$ cat config.mk
export PLATFORM = sky130hd
export DESIGN_NAME = supply_supervisor_reset_watchdog
export DESIGN_NICKNAME = d
export VERILOG_FILES = /design/src/hw/supervisor_pkg.sv /design/src/hw/supply_supervisor_reset_watchdog.sv /design/src/hw/hold_timer.sv
export SDC_FILE = /design/constraint.sdc
export NUM_CORES = 1
export LEC_CHECK = 0
export BUFFER_PORTS_ARGS = -buffer_cell sky130_fd_sc_hd__buf_4
export CAP_MARGIN = 40
export CORE_MARGIN = 2
export CORE_UTILIZATION = 35
export CTS_CLUSTER_SIZE = 14
export DETAILED_ROUTE_END_ITERATION = 12
export SLEW_MARGIN = 20
export SYNTH_ARGS = -nofsm -noshare
export SYNTH_HDL_FRONTEND = slang
export SYNTH_SLANG_ARGS = --single-unit
$ cat constraint.sdc
create_clock -name ref_clk -period 3.35 [get_ports ref_clk]
set_input_delay 0.67 -clock ref_clk [delete_from_list [all_inputs] [get_ports ref_clk]]
set_output_delay 0.67 -clock ref_clk [all_outputs]
set_load 0.005 [all_outputs]
$ cat src/hw/supervisor_pkg.sv
// constants and carriers of the supply supervisor core
package supervisor_pkg;
   // --------------------------------------------------------------
   // timebase and delays
   // --------------------------------------------------------------
   localparam int unsigned CLK_FREQ_HZ = 250_000_000;
   localparam int unsigned TICK_NS = 1_000;
   localparam int unsigned TICK_DIV = CLK_FREQ_HZ / 1_000_000 * TICK_NS / 1_000;
   localparam int unsigned HOLD_TIME_US = 130_000;
   localparam int unsigned WDOG_TIMEOUT_US = 1_100_000;
   localparam int unsigned HOLD_TICKS = HOLD_TIME_US * 1_000 / TICK_NS;
   localparam int unsigned WDOG_TICKS = WDOG_TIMEOUT_US * 1_000 / TICK_NS;
   localparam int unsigned SYNC_STAGES = 2;

   // --------------------------------------------------------------
   // variants and carriers
   // --------------------------------------------------------------
   typedef enum logic [1:0] {
      VAR_POWERFAIL = 2'h0,
      VAR_DUAL = 2'h1,
      VAR_WATCHDOG = 2'h2
   } variant_e;

   typedef struct packed {
      logic supplyOk;
      logic auxOk;
      logic powerfailOk;
      logic manualResetN;
      logic wdogKick;
   } sense_s;

   localparam int unsigned SENSE_W = $bits(sense_s);
   // all comparators good, manual reset released, kick low
   localparam logic [SENSE_W-1:0] SENSE_RESET = 5'h1E;
endpackage

$ cat src/hw/supply_supervisor_reset_watchdog.sv
// digital core of the supply supervisor with reset hold and watchdog
// Behaviour
// - a rising or a falling edge on the watchdog kick input retriggers the watchdog.
// - a watchdog time-out without a kick asserts reset for the hold period.
// - a time-out that resets also restarts the watchdog for a full new interval.
// - manual reset low asserts reset, held while low and for the hold period after.
// - a bouncing manual reset is tolerated; each low restarts and hold counts from final release.
// - the power-fail flag goes low when the power-fail comparator reports below threshold.
// - the power-fail flag returns high only when the comparator reports above threshold plus hysteresis.
// - the power-fail flag is an open-drain output following its comparator, not stretched.
// - the aux sense input below threshold asserts its associated reset.
// - in the dual variant supply reset follows the supply and manual reset, aux reset the sense input and manual reset.
// - in the watchdog variant reset asserts on sense low, supply low or manual reset low.
// - after the sense input recovers its reset stays active for the hold delay.
// - in the dual variant manual reset low forces both reset outputs.
`timescale 1ns/10ps
module supply_supervisor_reset_watchdog #(
   parameter supervisor_pkg::variant_e VARIANT = supervisor_pkg::VAR_WATCHDOG,
   parameter int unsigned TICK_DIV = supervisor_pkg::TICK_DIV,
   parameter int unsigned HOLD = supervisor_pkg::HOLD_TICKS,
   parameter int unsigned WDOG = supervisor_pkg::WDOG_TICKS
) (
   input wire logic ref_clk,
   input wire logic rst_n,
   input wire logic supply_cmp_in,
   input wire logic aux_cmp_in,
   input wire logic powerfail_cmp_in,
   input wire logic manual_reset_in_n,
   input wire logic wdog_kick_in,
   output logic supply_reset_out_n,
   output logic aux_reset_out_n,
   output logic powerfail_flag_out_n,
   output logic powerfail_flag_oe
);
   import supervisor_pkg::*;

   // --------------------------------------------------------------
   // parameter checks
   // --------------------------------------------------------------
   if (TICK_DIV < 1) begin : gBadDiv
      $error("TICK_DIV must be at least 1");
   end
   if (HOLD < 1) begin : gBadHold
      $error("HOLD must be at least 1");
   end
   if (WDOG < 1) begin : gBadWdog
      $error("WDOG must be at least 1");
   end
   if (HOLD > 32'h7FFF_FFFF || WDOG > 32'h7FFF_FFFF) begin : gBadSize
      $error("HOLD and WDOG must stay below 2**31");
   end
   if (VARIANT != VAR_POWERFAIL && VARIANT != VAR_DUAL
       && VARIANT != VAR_WATCHDOG) begin : gBadVariant
      $error("VARIANT is not a supported variant");
   end

   // --------------------------------------------------------------
   // variant decoding
   // --------------------------------------------------------------
   function automatic logic is_variant(input variant_e which);
      return VARIANT == which;
   endfunction

   // --------------------------------------------------------------
   // input synchronisers
   // --------------------------------------------------------------
   sense_s rawIn;
   sense_s syncA;
   sense_s syncB;
   logic kickLast;

   always_comb begin
      rawIn = '{supplyOk: supply_cmp_in, auxOk: aux_cmp_in,
                powerfailOk: powerfail_cmp_in, manualResetN: manual_reset_in_n,
                wdogKick: wdog_kick_in};
   end

   always_ff @(posedge ref_clk or negedge rst_n) begin
      if (!rst_n) begin
         syncA <= sense_s'(SENSE_RESET);
         syncB <= sense_s'(SENSE_RESET);
         kickLast <= 1'b0;
      end else begin
         syncA <= rawIn;
         syncB <= syncA;
         kickLast <= syncB.wdogKick;
      end
   end

   // --------------------------------------------------------------
   // timebase tick
   // --------------------------------------------------------------
   localparam int unsigned DW = $clog2(TICK_DIV + 1);
   localparam logic [DW-1:0] DIV_LAST = DW'(TICK_DIV - 1);
   logic [DW-1:0] divCount;
   logic [DW-1:0] next_divCount;
   logic tick;
   logic next_tick;

   always_comb begin
      next_tick = (divCount == DIV_LAST);
      next_divCount = next_tick ? '0 : divCount + 1'b1;
   end

   always_ff @(posedge ref_clk or negedge rst_n) begin
      if (!rst_n) begin
         divCount <= '0;
         tick <= 1'b0;
      end else begin
         divCount <= next_divCount;
         tick <= next_tick;
      end
   end

   // --------------------------------------------------------------
   // watchdog
   // --------------------------------------------------------------
   localparam int unsigned WW = $clog2(WDOG + 1);
   localparam logic [WW-1:0] WDOG_LOAD = WW'(WDOG);
   logic [WW-1:0] wdogCount;
   logic [WW-1:0] next_wdogCount;
   logic wdogFire;
   logic next_wdogFire;
   logic kickEdge;
   logic wdogOn;
   logic holdSupply;
   logic holdAux;

   always_comb begin
      wdogOn = is_variant(VAR_WATCHDOG);
      kickEdge = syncB.wdogKick ^ kickLast;
      next_wdogFire = 1'b0;
      next_wdogCount = wdogCount;
      if (!wdogOn || holdSupply || kickEdge) begin
         next_wdogCount = WDOG_LOAD;
      end else if (tick) begin
         if (wdogCount <= 1) begin
            next_wdogFire = 1'b1;
            next_wdogCount = WDOG_LOAD;
         end else begin
            next_wdogCount = wdogCount - 1'b1;
         end
      end
   end

   always_ff @(posedge ref_clk or negedge rst_n) begin
      if (!rst_n) begin
         wdogCount <= WDOG_LOAD;
         wdogFire <= 1'b0;
      end else begin
         wdogCount <= next_wdogCount;
         wdogFire <= next_wdogFire;
      end
   end

   // --------------------------------------------------------------
   // reset causes and hold timers
   // --------------------------------------------------------------
   logic manualLow;
   logic supplyCause;
   logic auxCause;

   always_comb begin
      manualLow = !syncB.manualResetN;
      case (VARIANT)
         VAR_DUAL: begin
            supplyCause = !syncB.supplyOk || manualLow;
            auxCause = !syncB.auxOk || manualLow;
         end
         VAR_WATCHDOG: begin
            supplyCause = !syncB.supplyOk || !syncB.auxOk || manualLow || wdogFire;
            auxCause = 1'b0;
         end
         default: begin
            supplyCause = !syncB.supplyOk || manualLow;
            auxCause = 1'b0;
         end
      endcase
   end

   hold_timer #(.HOLD(HOLD)) supplyHold (
      .ref_clk(ref_clk),
      .rst_n(rst_n),
      .tick(tick),
      .cause(supplyCause),
      .active(holdSupply)
   );

   hold_timer #(.HOLD(HOLD)) auxHold (
      .ref_clk(ref_clk),
      .rst_n(rst_n),
      .tick(tick),
      .cause(auxCause),
      .active(holdAux)
   );

   // --------------------------------------------------------------
   // output registers
   // --------------------------------------------------------------
   logic next_auxResetN;
   logic next_pfOe;

   always_comb begin
      next_auxResetN = is_variant(VAR_DUAL) ? !holdAux : 1'b1;
      next_pfOe = is_variant(VAR_POWERFAIL) && !syncB.powerfailOk;
   end

   always_ff @(posedge ref_clk or negedge rst_n) begin
      if (!rst_n) begin
         supply_reset_out_n <= 1'b0;
         aux_reset_out_n <= 1'b0;
         powerfail_flag_out_n <= 1'b0;
         powerfail_flag_oe <= 1'b0;
      end else begin
         supply_reset_out_n <= !holdSupply;
         aux_reset_out_n <= next_auxResetN;
         powerfail_flag_out_n <= 1'b0;
         powerfail_flag_oe <= next_pfOe;
      end
   end
endmodule // supply_supervisor_reset_watchdog

$ cat src/hw/hold_timer.sv
// reset hold stretcher driven by the internal tick
`timescale 1ns/10ps
module hold_timer #(
   parameter int unsigned HOLD = 130_000
) (
   input wire logic ref_clk,
   input wire logic rst_n,
   input wire logic tick,
   input wire logic cause,
   output logic active
);
   import supervisor_pkg::*;

   if (HOLD < 1) begin : gBadHold
      $error("hold_timer: HOLD must be at least 1");
   end

   localparam int unsigned CW = $clog2(HOLD + 1);
   localparam logic [CW-1:0] LOAD = CW'(HOLD);

   logic [CW-1:0] count;
   logic [CW-1:0] next_count;
   logic next_active;

   always_comb begin
      next_count = count;
      next_active = active;
      if (cause) begin
         next_count = LOAD;
         next_active = 1'b1;
      end else if (count != '0) begin
         if (tick) next_count = count - 1'b1;
         next_active = 1'b1;
      end else begin
         next_active = 1'b0;
      end
   end

   always_ff @(posedge ref_clk or negedge rst_n) begin
      if (!rst_n) begin
         count <= LOAD;
         active <= 1'b1;
      end else begin
         count <= next_count;
         active <= next_active;
      end
   end
endmodule // hold_timer

==> run_results.csv, run 1 <==
group,metric,value,unit
global_routing,grtUsageTotal,13.4,%
drt,viasPerCell,5.00,
cells_and_area,postLayoutCoreUtil,40.4,%
setup_path,crit_type,"reg -> reg",
sta,hold_viol_final,0,
global_routing,grt_pass1_wl,9.44,mm
cells_and_area,fin_cells,407,
drt,wl_per_cell,13.1,um
sta,rsz0062_at_grt,"no",
cts,cts_setup_buffers,0,
global_routing,overflow,0,
drt,wl,5.32,mm
sta,period_needed,2.01,ns
floorplan,initial_core_util,35.9,%
floorplan,design.core.area,0.00813,mm2
power,power_density,431,mW/mm2
floorplan,rows,33,
cells_and_area,fillers,789,
drt,vias,2033,
sta,worst_pin_slew,0.714,ns
cts,clkLatencyLatePin,0.33,ns
synth,avgSynthCellArea,10.4,um2
synth,seq_area_frac_synth,52.5,%
synth,synth_ff_type,"dfrtp_1",
sta,setup_tns,0,ns
outcome,status,"finished, final reports clean",
setup_path,critPathCaptureType,"register",
cells_and_area,fin_nets,310,
synth,ys_warn_count,0,
cts,cts_buffers,9,
synth,synth_largest_area_cell,"dfrtp_1",
drt,drc,0,
cts,clockBufferDepth,2,
power,irDropWorstVdd,246,uV
global_routing,grt_max_degree,61,
setup_path,cp_max_fo,15,
floorplan,die_y,95.4,um
power,p_leak,1.23,nW
min_path,hold_class,"reg -> reg",
cells_and_area,drive_above_1_share,20.5,%
floorplan,die_w,95.4,um
place,placedCellCount,391,
synth,synth.area.top_cells,"dfrtp_1 30%, dfstp_2 22%, xor2_1 6.0%",
cts,clockRootBuffer,"clkbuf_8",
synth,synth_top_cell_area_share,30.0,%
cts,cts_resized,0,
drt,firstDrtPassIters,4,
synth,synth_seq_cells,60,
flow_run,drv_cap,0,
sta,fmax,496,MHz
synth,synth-edff-count,0,
cts,clock-sinks,60,
synth,async_flop_share,100,%
cts,cts.clk_slew.worst_paths,0.06,ns
sta,max_slew_margin,52.4,%
place,io_buffers,7,
cts,tritoncts,"yes",
sta,finalMaxSlewViolations,0,
setup_path,start_kind,"register",
global_routing,antenna_found_initial,0,
global_routing,grt_pass1_vias,1967,
cts,holdBufCountCts,0,
synth,synthDistinctLibCells,47,
sta,min_period_over_period,60.1,%
place,globalplace.congestion,0.826,
cells_and_area,n_antenna_cell,0,
drt,drt_iter0_markers,97,
synth,synth_area,0.00292,mm2
cells_and_area,syn_to_final_growth,12.5,%
setup_path,worst_ep_arrival_time,2.22,ns
synth,synthCells,282,
place,dp.final_hpwl,3.62,mm
cts,cts_max_level,3,
sta,setup_viol_count_final,0,
floorplan,fp.dieArea,0.00909,mm2
sta,finClkSkew,0.00995,ns
drt,postRouteAntennaNets,0,
setup_path,worstPathRequired,3.55,ns
floorplan,ioPinCount,11,
## layout by cell type, fill, tap and decap left out, types with 4 or more instances in the layout
master     n
a21oi_1    8
buf_4      7
clkbuf_8  11
dfrtp_1   35
dfstp_2   25
ha_1       6
inv_1      9
nand2_1   25
nand3_1   15
nand4_1    9
nand4b_1   4
nor2_1    35
nor3_1    15
o211ai_1   5
o21ai_0    8
o31ai_1    4
or4_1      5
xnor2_1    8
xor2_1    20
## cells by family after synthesis
logic type / after synthesis / synth area share (%)
adders and majority gates: 6 / 2.57
and+or+nand+nor: 133 / 24.8
AOI/OAI and AO/OA: 37 / 9.08
other: 2 / 0.257
DFF: 60 / 52.5
xor gates and xnor gates: 28 / 8.39
buffers and inverters: 16 / 2.44
## critical path, cell delays in order, from the launching register on
cell and delay (ns):
dfrtp_1 0.64, nor2_1 0.15, a2111oi_2 0.70, nand4_1 0.19, xor2_1 0.16, nor2_1 0.05
## flip-flops by register name, indices dropped and copies added (netlist names)
signal / count
wdogFire: 1
supply_reset_out_n: 1
wdogCount: 21
supplyHold.active: 1
kickLast: 1
syncB: 4
supplyHold.count: 17
tick: 1
syncA: 4
aux_reset_out_n: 1
divCount: 8
## cells in the mapped netlist, types with 2 or more instances
| cell | instances |
|---|---|
| or4_1 | 5 |
| nand4_1 | 9 |
| nand4b_1 | 4 |
| nand3_1 | 15 |
| o211ai_1 | 5 |
| xnor2_1 | 8 |
| nor4_1 | 3 |
| buf_4 | 3 |
| and4b_1 | 3 |
| or4_4 | 2 |
| dfrtp_1 | 35 |
| o31ai_1 | 4 |
| clkbuf_1 | 3 |
| and2_1 | 2 |
| a21oi_1 | 8 |
| conb_1 | 2 |
| nand2_1 | 25 |
| nor3_1 | 15 |
| ha_1 | 6 |
| o21ai_0 | 8 |
| inv_1 | 9 |
| or3_1 | 3 |
| xor2_1 | 20 |
| nor2_1 | 35 |
| nand3b_1 | 2 |
| dfstp_2 | 25 |
| o41ai_1 | 3 |
## power breakdown
group          total (mW)  switching (mW)  internal, mW
clock               0.655           0.273         0.382
combinational      0.0248          0.0190       0.00580
sequential          0.737         0.00228         0.735
total                1.42           0.295          1.12
## final cells by class
class                           count  area [um2]  area share, %
Clock buffer                       12         155           4.72
Clock inverter                      4        47.5           1.45
Inverter                           10        37.5           1.14
Multi-Input combinational cell    207        1320           40.2
Tap cell                          105         131           4.00
Sequential cell                    60        1530           46.6
Timing Repair Buffer                9        62.6           1.90
## stage by stage
stage	area [um2]	hold slack [ns]	setup WS (ns)	power [mW]
final	3290	0.347	1.34	1.42
after global routing	3290	0.357	1.08	1.47
after CTS	3290	0.349	1.29	1.44
after detailed placement	3090	0.335	1.29	0.776
after global placement	3080	0.336	1.29	0.775
after floorplan	2930	0.331	1.58	0.756
## worst paths after layout
path | from | slack (ns) | end | cells after the start
min in group asynchronous | rst_n | 0.40 | aux_reset_out_n$_DFF_PN0_ | 1
worst min-delay path | syncA[0]$_DFF_PN0_ | 0.35 | syncB[0]$_DFF_PN0_ | 0
max in group asynchronous | rst_n | 2.48 | tick$_DFF_PN0_ | 1
worst max-delay path | tick$_DFF_PN0_ | 1.34 | wdogCount[16]$_DFFE_PN0P_ | 5
worst min register to register | syncA[0]$_DFF_PN0_ | 0.35 | syncB[0]$_DFF_PN0_ | 0
worst max register to register | tick$_DFF_PN0_ | 1.34 | wdogCount[16]$_DFFE_PN0P_ | 5
## layer usage
| layer | global-route usage [%] | share of wire [%] |
|---|---|---|
| met5 | 0 | 0 |
| met4 | 6.16 | 2.2 |
| met3 | 2.85 | 2.3 |
| met2 | 19.5 | 45 |
| met1 | 19.0 | 51 |
No activity file was read; power rests on OpenSTA's default activity.
==> inputs of run 2 (changes only) <==
==> constraint.sdc (replaced) <==
create_clock -name ref_clk -period 1.7 [get_ports ref_clk]
set_input_delay 0.34 -clock ref_clk [delete_from_list [all_inputs] [get_ports ref_clk]]
set_output_delay 0.34 -clock ref_clk [all_outputs]
set_load 0.005 [all_outputs]
==> run_results.csv, run 2 (synthesized netlist as in run 1, its figures left out) <==
group,metric,value,unit
outcome,status,"complete, but fails checks",
outcome,failed_checks,"setup timing",
min_path,worstHoldEndpoint,"syncA[4]$_DFF_PN1_",
place,dpl_cell_area,0.00341,mm2
cells_and_area,largest_register_ffs,21,
setup_path,setup.worst_path.start,"wdogCount[14]$_DFFE_PN1P_",
setup_path,worstPathRequired,1.93,ns
drt,wl,5.99,mm
setup_path,path_delay_family,"simple AND/OR/NAND/NOR gates",
place,dp.final_hpwl,4.05,mm
global_routing,grt_pass1_vias,2327,
power,irDropWorstVdd,596,uV
setup_path,worstRegToRegCells,6,
drt,postRouteAntennaNets,0,
drt,firstDrtPassIters,4,
power,p_leak,1.55,nW
cells_and_area,layout_common_cells,"58 x buf_4, 35 x dfrtp_1, 25 x nand2_1, 25 x nor2_1, 25 x dfstp_2",
cells_and_area,fin_nets,365,
cells_and_area,final_common_cell,"buf_4",
cts,clockBufferDepth,2,
floorplan,die_w,95.4,um
drt,drc,0,
sta,rsz0062_at_grt,"yes",
global_routing,antenna_found_initial,0,
cts,clock-sinks,60,
min_path,hold_class,"in -> reg",
floorplan,rows,33,
setup_path,worst_ep_arrival_time,2.01,ns
setup_path,crit_type,"reg -> reg",
sta,fmax,562,MHz
floorplan,fp.dieArea,0.00909,mm2
cells_and_area,fin_cells,462,
place,globalplace.congestion,0.804,
sta,finalMaxSlewViolations,0,
drt,drt_iter0_markers,91,
floorplan,die_y,95.4,um
global_routing,grt_pass1_wl,10.2,mm
cells_and_area,regMostFlops,"wdogCount",
setup_path,r2r-end,"wdogCount[2]$_DFFE_PN0P_",
cts,cts.clk_slew.worst_paths,0.07,ns
setup_path,crit_buf_inv,1,
setup_path,critPathCaptureType,"register",
floorplan,design.core.area,0.00813,mm2
sta,hold_viol_final,0,
flow_run,drv_cap,0,
cells_and_area,stdcell_area,0.00390,mm2
sta,setup_viol_count_final,22,
global_routing,grtUsageTotal,14.8,%
sta,finClkSkew,0.0118,ns
floorplan,initial_core_util,35.9,%
sta,period_needed,1.78,ns
cells_and_area,n_antenna_cell,0,
power,power_density,710,mW/mm2
floorplan,ioPinCount,11,
cts,clockRootBuffer,"clkbuf_8",
sta,holdWs,0.109,ns
sta,min_period_over_period,105,%
setup_path,slowest_delay,0.55,ns
setup_path,cp_max_fo,4,
cells_and_area,syn_to_final_growth,33.6,%
setup_path,r2r-start,"wdogCount[14]$_DFFE_PN1P_",
cells_and_area,biggestRegsByFlops,"wdogCount x21, supplyHold.count x17, divCount x8",
cells_and_area,drive_above_1_share,40.9,%
place,placedCellCount,431,
min_path,holdPathStages,1,
cts,cts_max_level,3,
drt,wl_per_cell,13.0,um
drt,viasPerCell,4.96,
global_routing,overflow,0,
power,total_power,2.77,mW
cts,tritoncts,"yes",
global_routing,grt_max_degree,33,
place,io_buffers,7,
setup_path,slowest_stage,"or4_4",
min_path,holdCritStartpoint,"supply_cmp_in",
setup_path,r2r_slack,-0.08,ns
cells_and_area,fillers,735,
cts,cts_buffers,9,
setup_path,start_kind,"register",
setup_path,critical_path.cell_chain,"or4_4 -> nor3_4 -> nand3_2 -> o21ai_4 -> buf_6 -> nor2_1",
sta,layout_setup_ws,-0.0779,ns
cts,clkLatencyLatePin,0.34,ns
drt,vias,2291,
run 2: layer usage:
metal / wire length [um] / vias to the layer above / global-route usage (%)
met5: 0 / - / 0
li1: - / 1143 / -
met3: 159 / 13 / 3.32
met4: 191 / 0 / 9.66
met2: 2830 / 30 / 22.6
met1: 2800 / 1105 / 18.8
run 2: through the flow:
step | utilization [%] | setup WS, ns | TNS [ns]
after global placement | 42.0 | -0.109 | -1.49
after floorplan | - | -0.00716 | -0.0716
after CTS | 46.1 | -0.0714 | -0.823
after global routing | 48.0 | -0.150 | -2.86
final | 48.0 | -0.0779 | -1.01
after detailed placement | 42.0 | -0.147 | -2.17
run 2: worst register-to-register path, stage by stage, from the launching register on:
cell and delay [ns]:
dfstp_2 0.38, or4_4 0.55, nor3_4 0.19, nand3_2 0.16
o21ai_4 0.21, buf_6 0.15, nor2_1 0.04
run 2: cell type report:
type | instances | area (um2) | share of cell area (%)
multi-input cells | 207 | 1500 | 38.4
inverters | 10 | 37.5 | 0.962
well taps | 105 | 131 | 3.37
clock inverters | 5 | 52.6 | 1.35
clock buffers | 11 | 141 | 3.62
flip-flops and latches | 60 | 1530 | 39.3
repair buffers | 64 | 510 | 13.1
run 2: how the worst max path moves through the flow:
stage	end	slack, ns	depth (start not counted)
detailed placement	wdogCount[4]$_DFFE_PN0P_	-0.15	5
global route	wdogCount[2]$_DFFE_PN0P_	-0.15	6
CTS	wdogCount[5]$_DFFE_PN1P_	-0.07	5
finish	wdogCount[2]$_DFFE_PN0P_	-0.08	6
floorplan	wdogCount[10]$_DFFE_PN0P_	-0.007	5
global placement	wdogCount[13]$_DFFE_PN0P_	-0.11	5
run 2: report_power, final:
group | total, mW | leakage [nW] | switching [mW] | internal (mW)
Clock | 1.25 | 0.0991 | 0.546 | 0.709
Combinational | 0.0637 | 0.719 | 0.0422 | 0.0215
Sequential | 1.45 | 0.728 | 0.00512 | 1.45
Total | 2.77 | 1.55 | 0.593 | 2.18
run 2: what timing repair did:
| item | 4_1_cts | 5_1_grt |
|---|---|---|
| hold buffers | 1 | 0 |
| pin swaps | 15 | 22 |
| endpoints found under the hold margin | 13 | 0 |
| buffers inserted | 8 | 7 |
| gates resized for setup | 15 | 28 |
| endpoints found under the setup margin | 24 | 35 |
==> inputs of run 3 (changes only) <==
--- a/config.mk
+++ b/config.mk
@@ -11,6 +11,7 @@
 export CORE_UTILIZATION = 35
 export CTS_CLUSTER_SIZE = 14
 export DETAILED_ROUTE_END_ITERATION = 12
+export SETUP_SLACK_MARGIN = 0.05
 export SLEW_MARGIN = 20
 export SYNTH_ARGS = -nofsm -noshare
 export SYNTH_HDL_FRONTEND = slang
==> run_results.csv, run 3 (synthesized netlist as in run 1, its figures left out) <==
group,metric,value,unit
setup_path,slowest_delay,0.42,ns
global_routing,busiest_layer,"met2",
setup_path,start_kind,"register",
global_routing,antenna_found_initial,0,
sta,finalMaxSlewViolations,0,
cells_and_area,fin_nets,366,
place,placedCellCount,441,
global_routing,overflow,0,
setup_path,crit_path_end,"wdogCount[1]$_DFFE_PN0P_",
outcome,status,"complete, but fails checks",
cells_and_area,regMostFlops,"wdogCount",
sta,hold_viol_final,0,
flow_run,drv_cap,0,
sta,layout_setup_ws,-0.0645,ns
drt,wl_per_cell,13.3,um
cells_and_area,largest_register_ffs,21,
floorplan,fp.dieArea,0.00909,mm2
setup_path,r2r-start,"wdogCount[1]$_DFFE_PN0P_",
cts,clockBufferDepth,2,
power,p_leak,1.55,nW
sta,min_period_over_period,104,%
drt,firstDrtPassIters,4,
sta,fmax,567,MHz
cts,clockRootBuffer,"clkbuf_8",
global_routing,grt_use_met2,22.9,%
setup_path,critical_path.cell_chain,"inv_2 -> ha_2 -> o21bai_1 -> and4b_1 -> and3_4 -> or3_4 -> a21oi_2",
drt,drc,0,
setup_path,cp_max_fo,4,
cells_and_area,fin_cells,463,
setup_path,worst_ep_arrival_time,2.03,ns
cts,tritoncts,"yes",
cells_and_area,postLayoutCoreUtil,48.9,%
drt,drt_iter0_markers,106,
power,total_power,2.73,mW
floorplan,design.core.area,0.00813,mm2
cells_and_area,layout_common_cells,"57 x buf_4, 35 x dfrtp_1, 30 x nor2_1",
floorplan,initial_core_util,35.9,%
setup_path,r2r-end,"wdogCount[1]$_DFFE_PN0P_",
sta,setup_viol_count_final,18,
floorplan,die_w,95.4,um
cts,clock-sinks,60,
place,dp.final_hpwl,4.21,mm
setup_path,worstPathRequired,1.97,ns
cells_and_area,biggestRegsByFlops,"wdogCount x21, supplyHold.count x17, divCount x8",
place,pre_cts_slack,-0.122,ns
cts,cts_max_level,3,
sta,finClkSkew,0.00382,ns
global_routing,grt_pass1_vias,2253,
cells_and_area,syn_to_final_growth,36.1,%
global_routing,grt.met1_usage,20.5,%
cts,cts.clk_slew.worst_paths,0.06,ns
cells_and_area,final_common_cell,"buf_4",
outcome,failed_checks,"setup timing",
cts,clkLatencyLatePin,0.34,ns
cts,cts_buffers,9,
setup_path,crit_type,"reg -> reg",
global_routing,grt.met3_usage,2.85,%
setup_path,worstRegToRegCells,7,
sta,period_needed,1.76,ns
floorplan,ioPinCount,11,
cells_and_area,drive_above_1_share,41.6,%
setup_path,r2r_slack,-0.06,ns
place,io_buffers,7,
drt,viasPerCell,5.06,
global_routing,grt_pass1_wl,10.5,mm
setup_path,critPathCaptureType,"register",
drt,postRouteAntennaNets,0,
drt,vias,2344,
min_path,hold_class,"in -> reg",
global_routing,grt_max_degree,33,
floorplan,rows,33,
power,irDropWorstVdd,597,uV
sta,rsz0062_at_grt,"yes",
setup_path,slowest_stage,"dfrtp_1",
drt,wl,6.15,mm
floorplan,die_y,95.4,um
cells_and_area,n_antenna_cell,0,
sta,setup_tns,-0.517,ns
setup_path,setup.worst_path.start,"wdogCount[1]$_DFFE_PN0P_",
power,power_density,687,mW/mm2
global_routing,grtUsageTotal,15.2,%
place,globalplace.congestion,0.792,
## run 3: cell count changes in the layout (fill, tap and decap cells not counted), sizes merged
cell,change
buf,+1
## run 3: repair_timing
action / CTS / global route
hold endpoints to repair: 14 / 0
hold buffers: 1 / 0
setup endpoints to repair: 30 / 39
pin swaps: 11 / 15
resized for setup: 13 / 39
setup buffers: 5 / 1
## run 3: through the flow
stage / cell area (um2) / hold slack, ns
CTS: 3770 / 0.0878
detailed placement: 3500 / 0.305
global placement: 3500 / 0.299
finish: 3980 / 0.107
floorplan: 2940 / 0.0444
global route: 3980 / 0.0917
## run 3: critical path, delay by kind of cell (launching register included)
| kind | cells | cell delay, ns |
|---|---|---|
| AO/OA/AOI/OAI | 2 | 0.26 |
| adder cells (fa/ha/maj) | 1 | 0.15 |
| buffers and inverters | 1 | 0.06 |
| flip-flops | 1 | 0.42 |
| AND/OR/NAND/NOR | 3 | 0.79 |
## run 3: how the worst min path moves through the flow
| stage | slack [ns] | from | cells past startpoint | end |
|---|---|---|---|---|
| 4_1_cts | 0.09 | aux_cmp_in | 1 | syncA[3]$_DFF_PN1_ |
| 3_3_place_gp | 0.30 | rst_n | 1 | aux_reset_out_n$_DFF_PN0_ |
| 2_1_floorplan | 0.04 | rst_n | 0 | aux_reset_out_n$_DFF_PN0_ |
| 6_report | 0.11 | manual_reset_in_n | 1 | syncA[1]$_DFF_PN1_ |
| 3_5_place_dp | 0.30 | rst_n | 1 | aux_reset_out_n$_DFF_PN0_ |
| 5_1_grt | 0.09 | manual_reset_in_n | 1 | syncA[1]$_DFF_PN1_ |
## run 3: power breakdown
part | internal (mW) | switching, mW | total (mW) | leakage, nW
combinational | 0.0232 | 0.0430 | 0.0662 | 0.733
sequential | 1.45 | 0.00502 | 1.45 | 0.728
clock | 0.669 | 0.544 | 1.21 | 0.0931
total | 2.14 | 0.592 | 2.73 | 1.55
## run 3: metal layers
layer	vias up	share of wire [%]
li1	1145	-
met1	1153	47
met2	36	48
met3	10	2.4
met4	0	2.5
met5	-	0
## run 3: cell type report
class                      count  area [um2]
inverter                      10        37.5
timing repair buffer          65         534
sequential                    60        1530
fill                         736        4160
clock inverter                 5        52.6
multi-input combinational    207        1560
clock buffer                  11         131
tap                          105         131
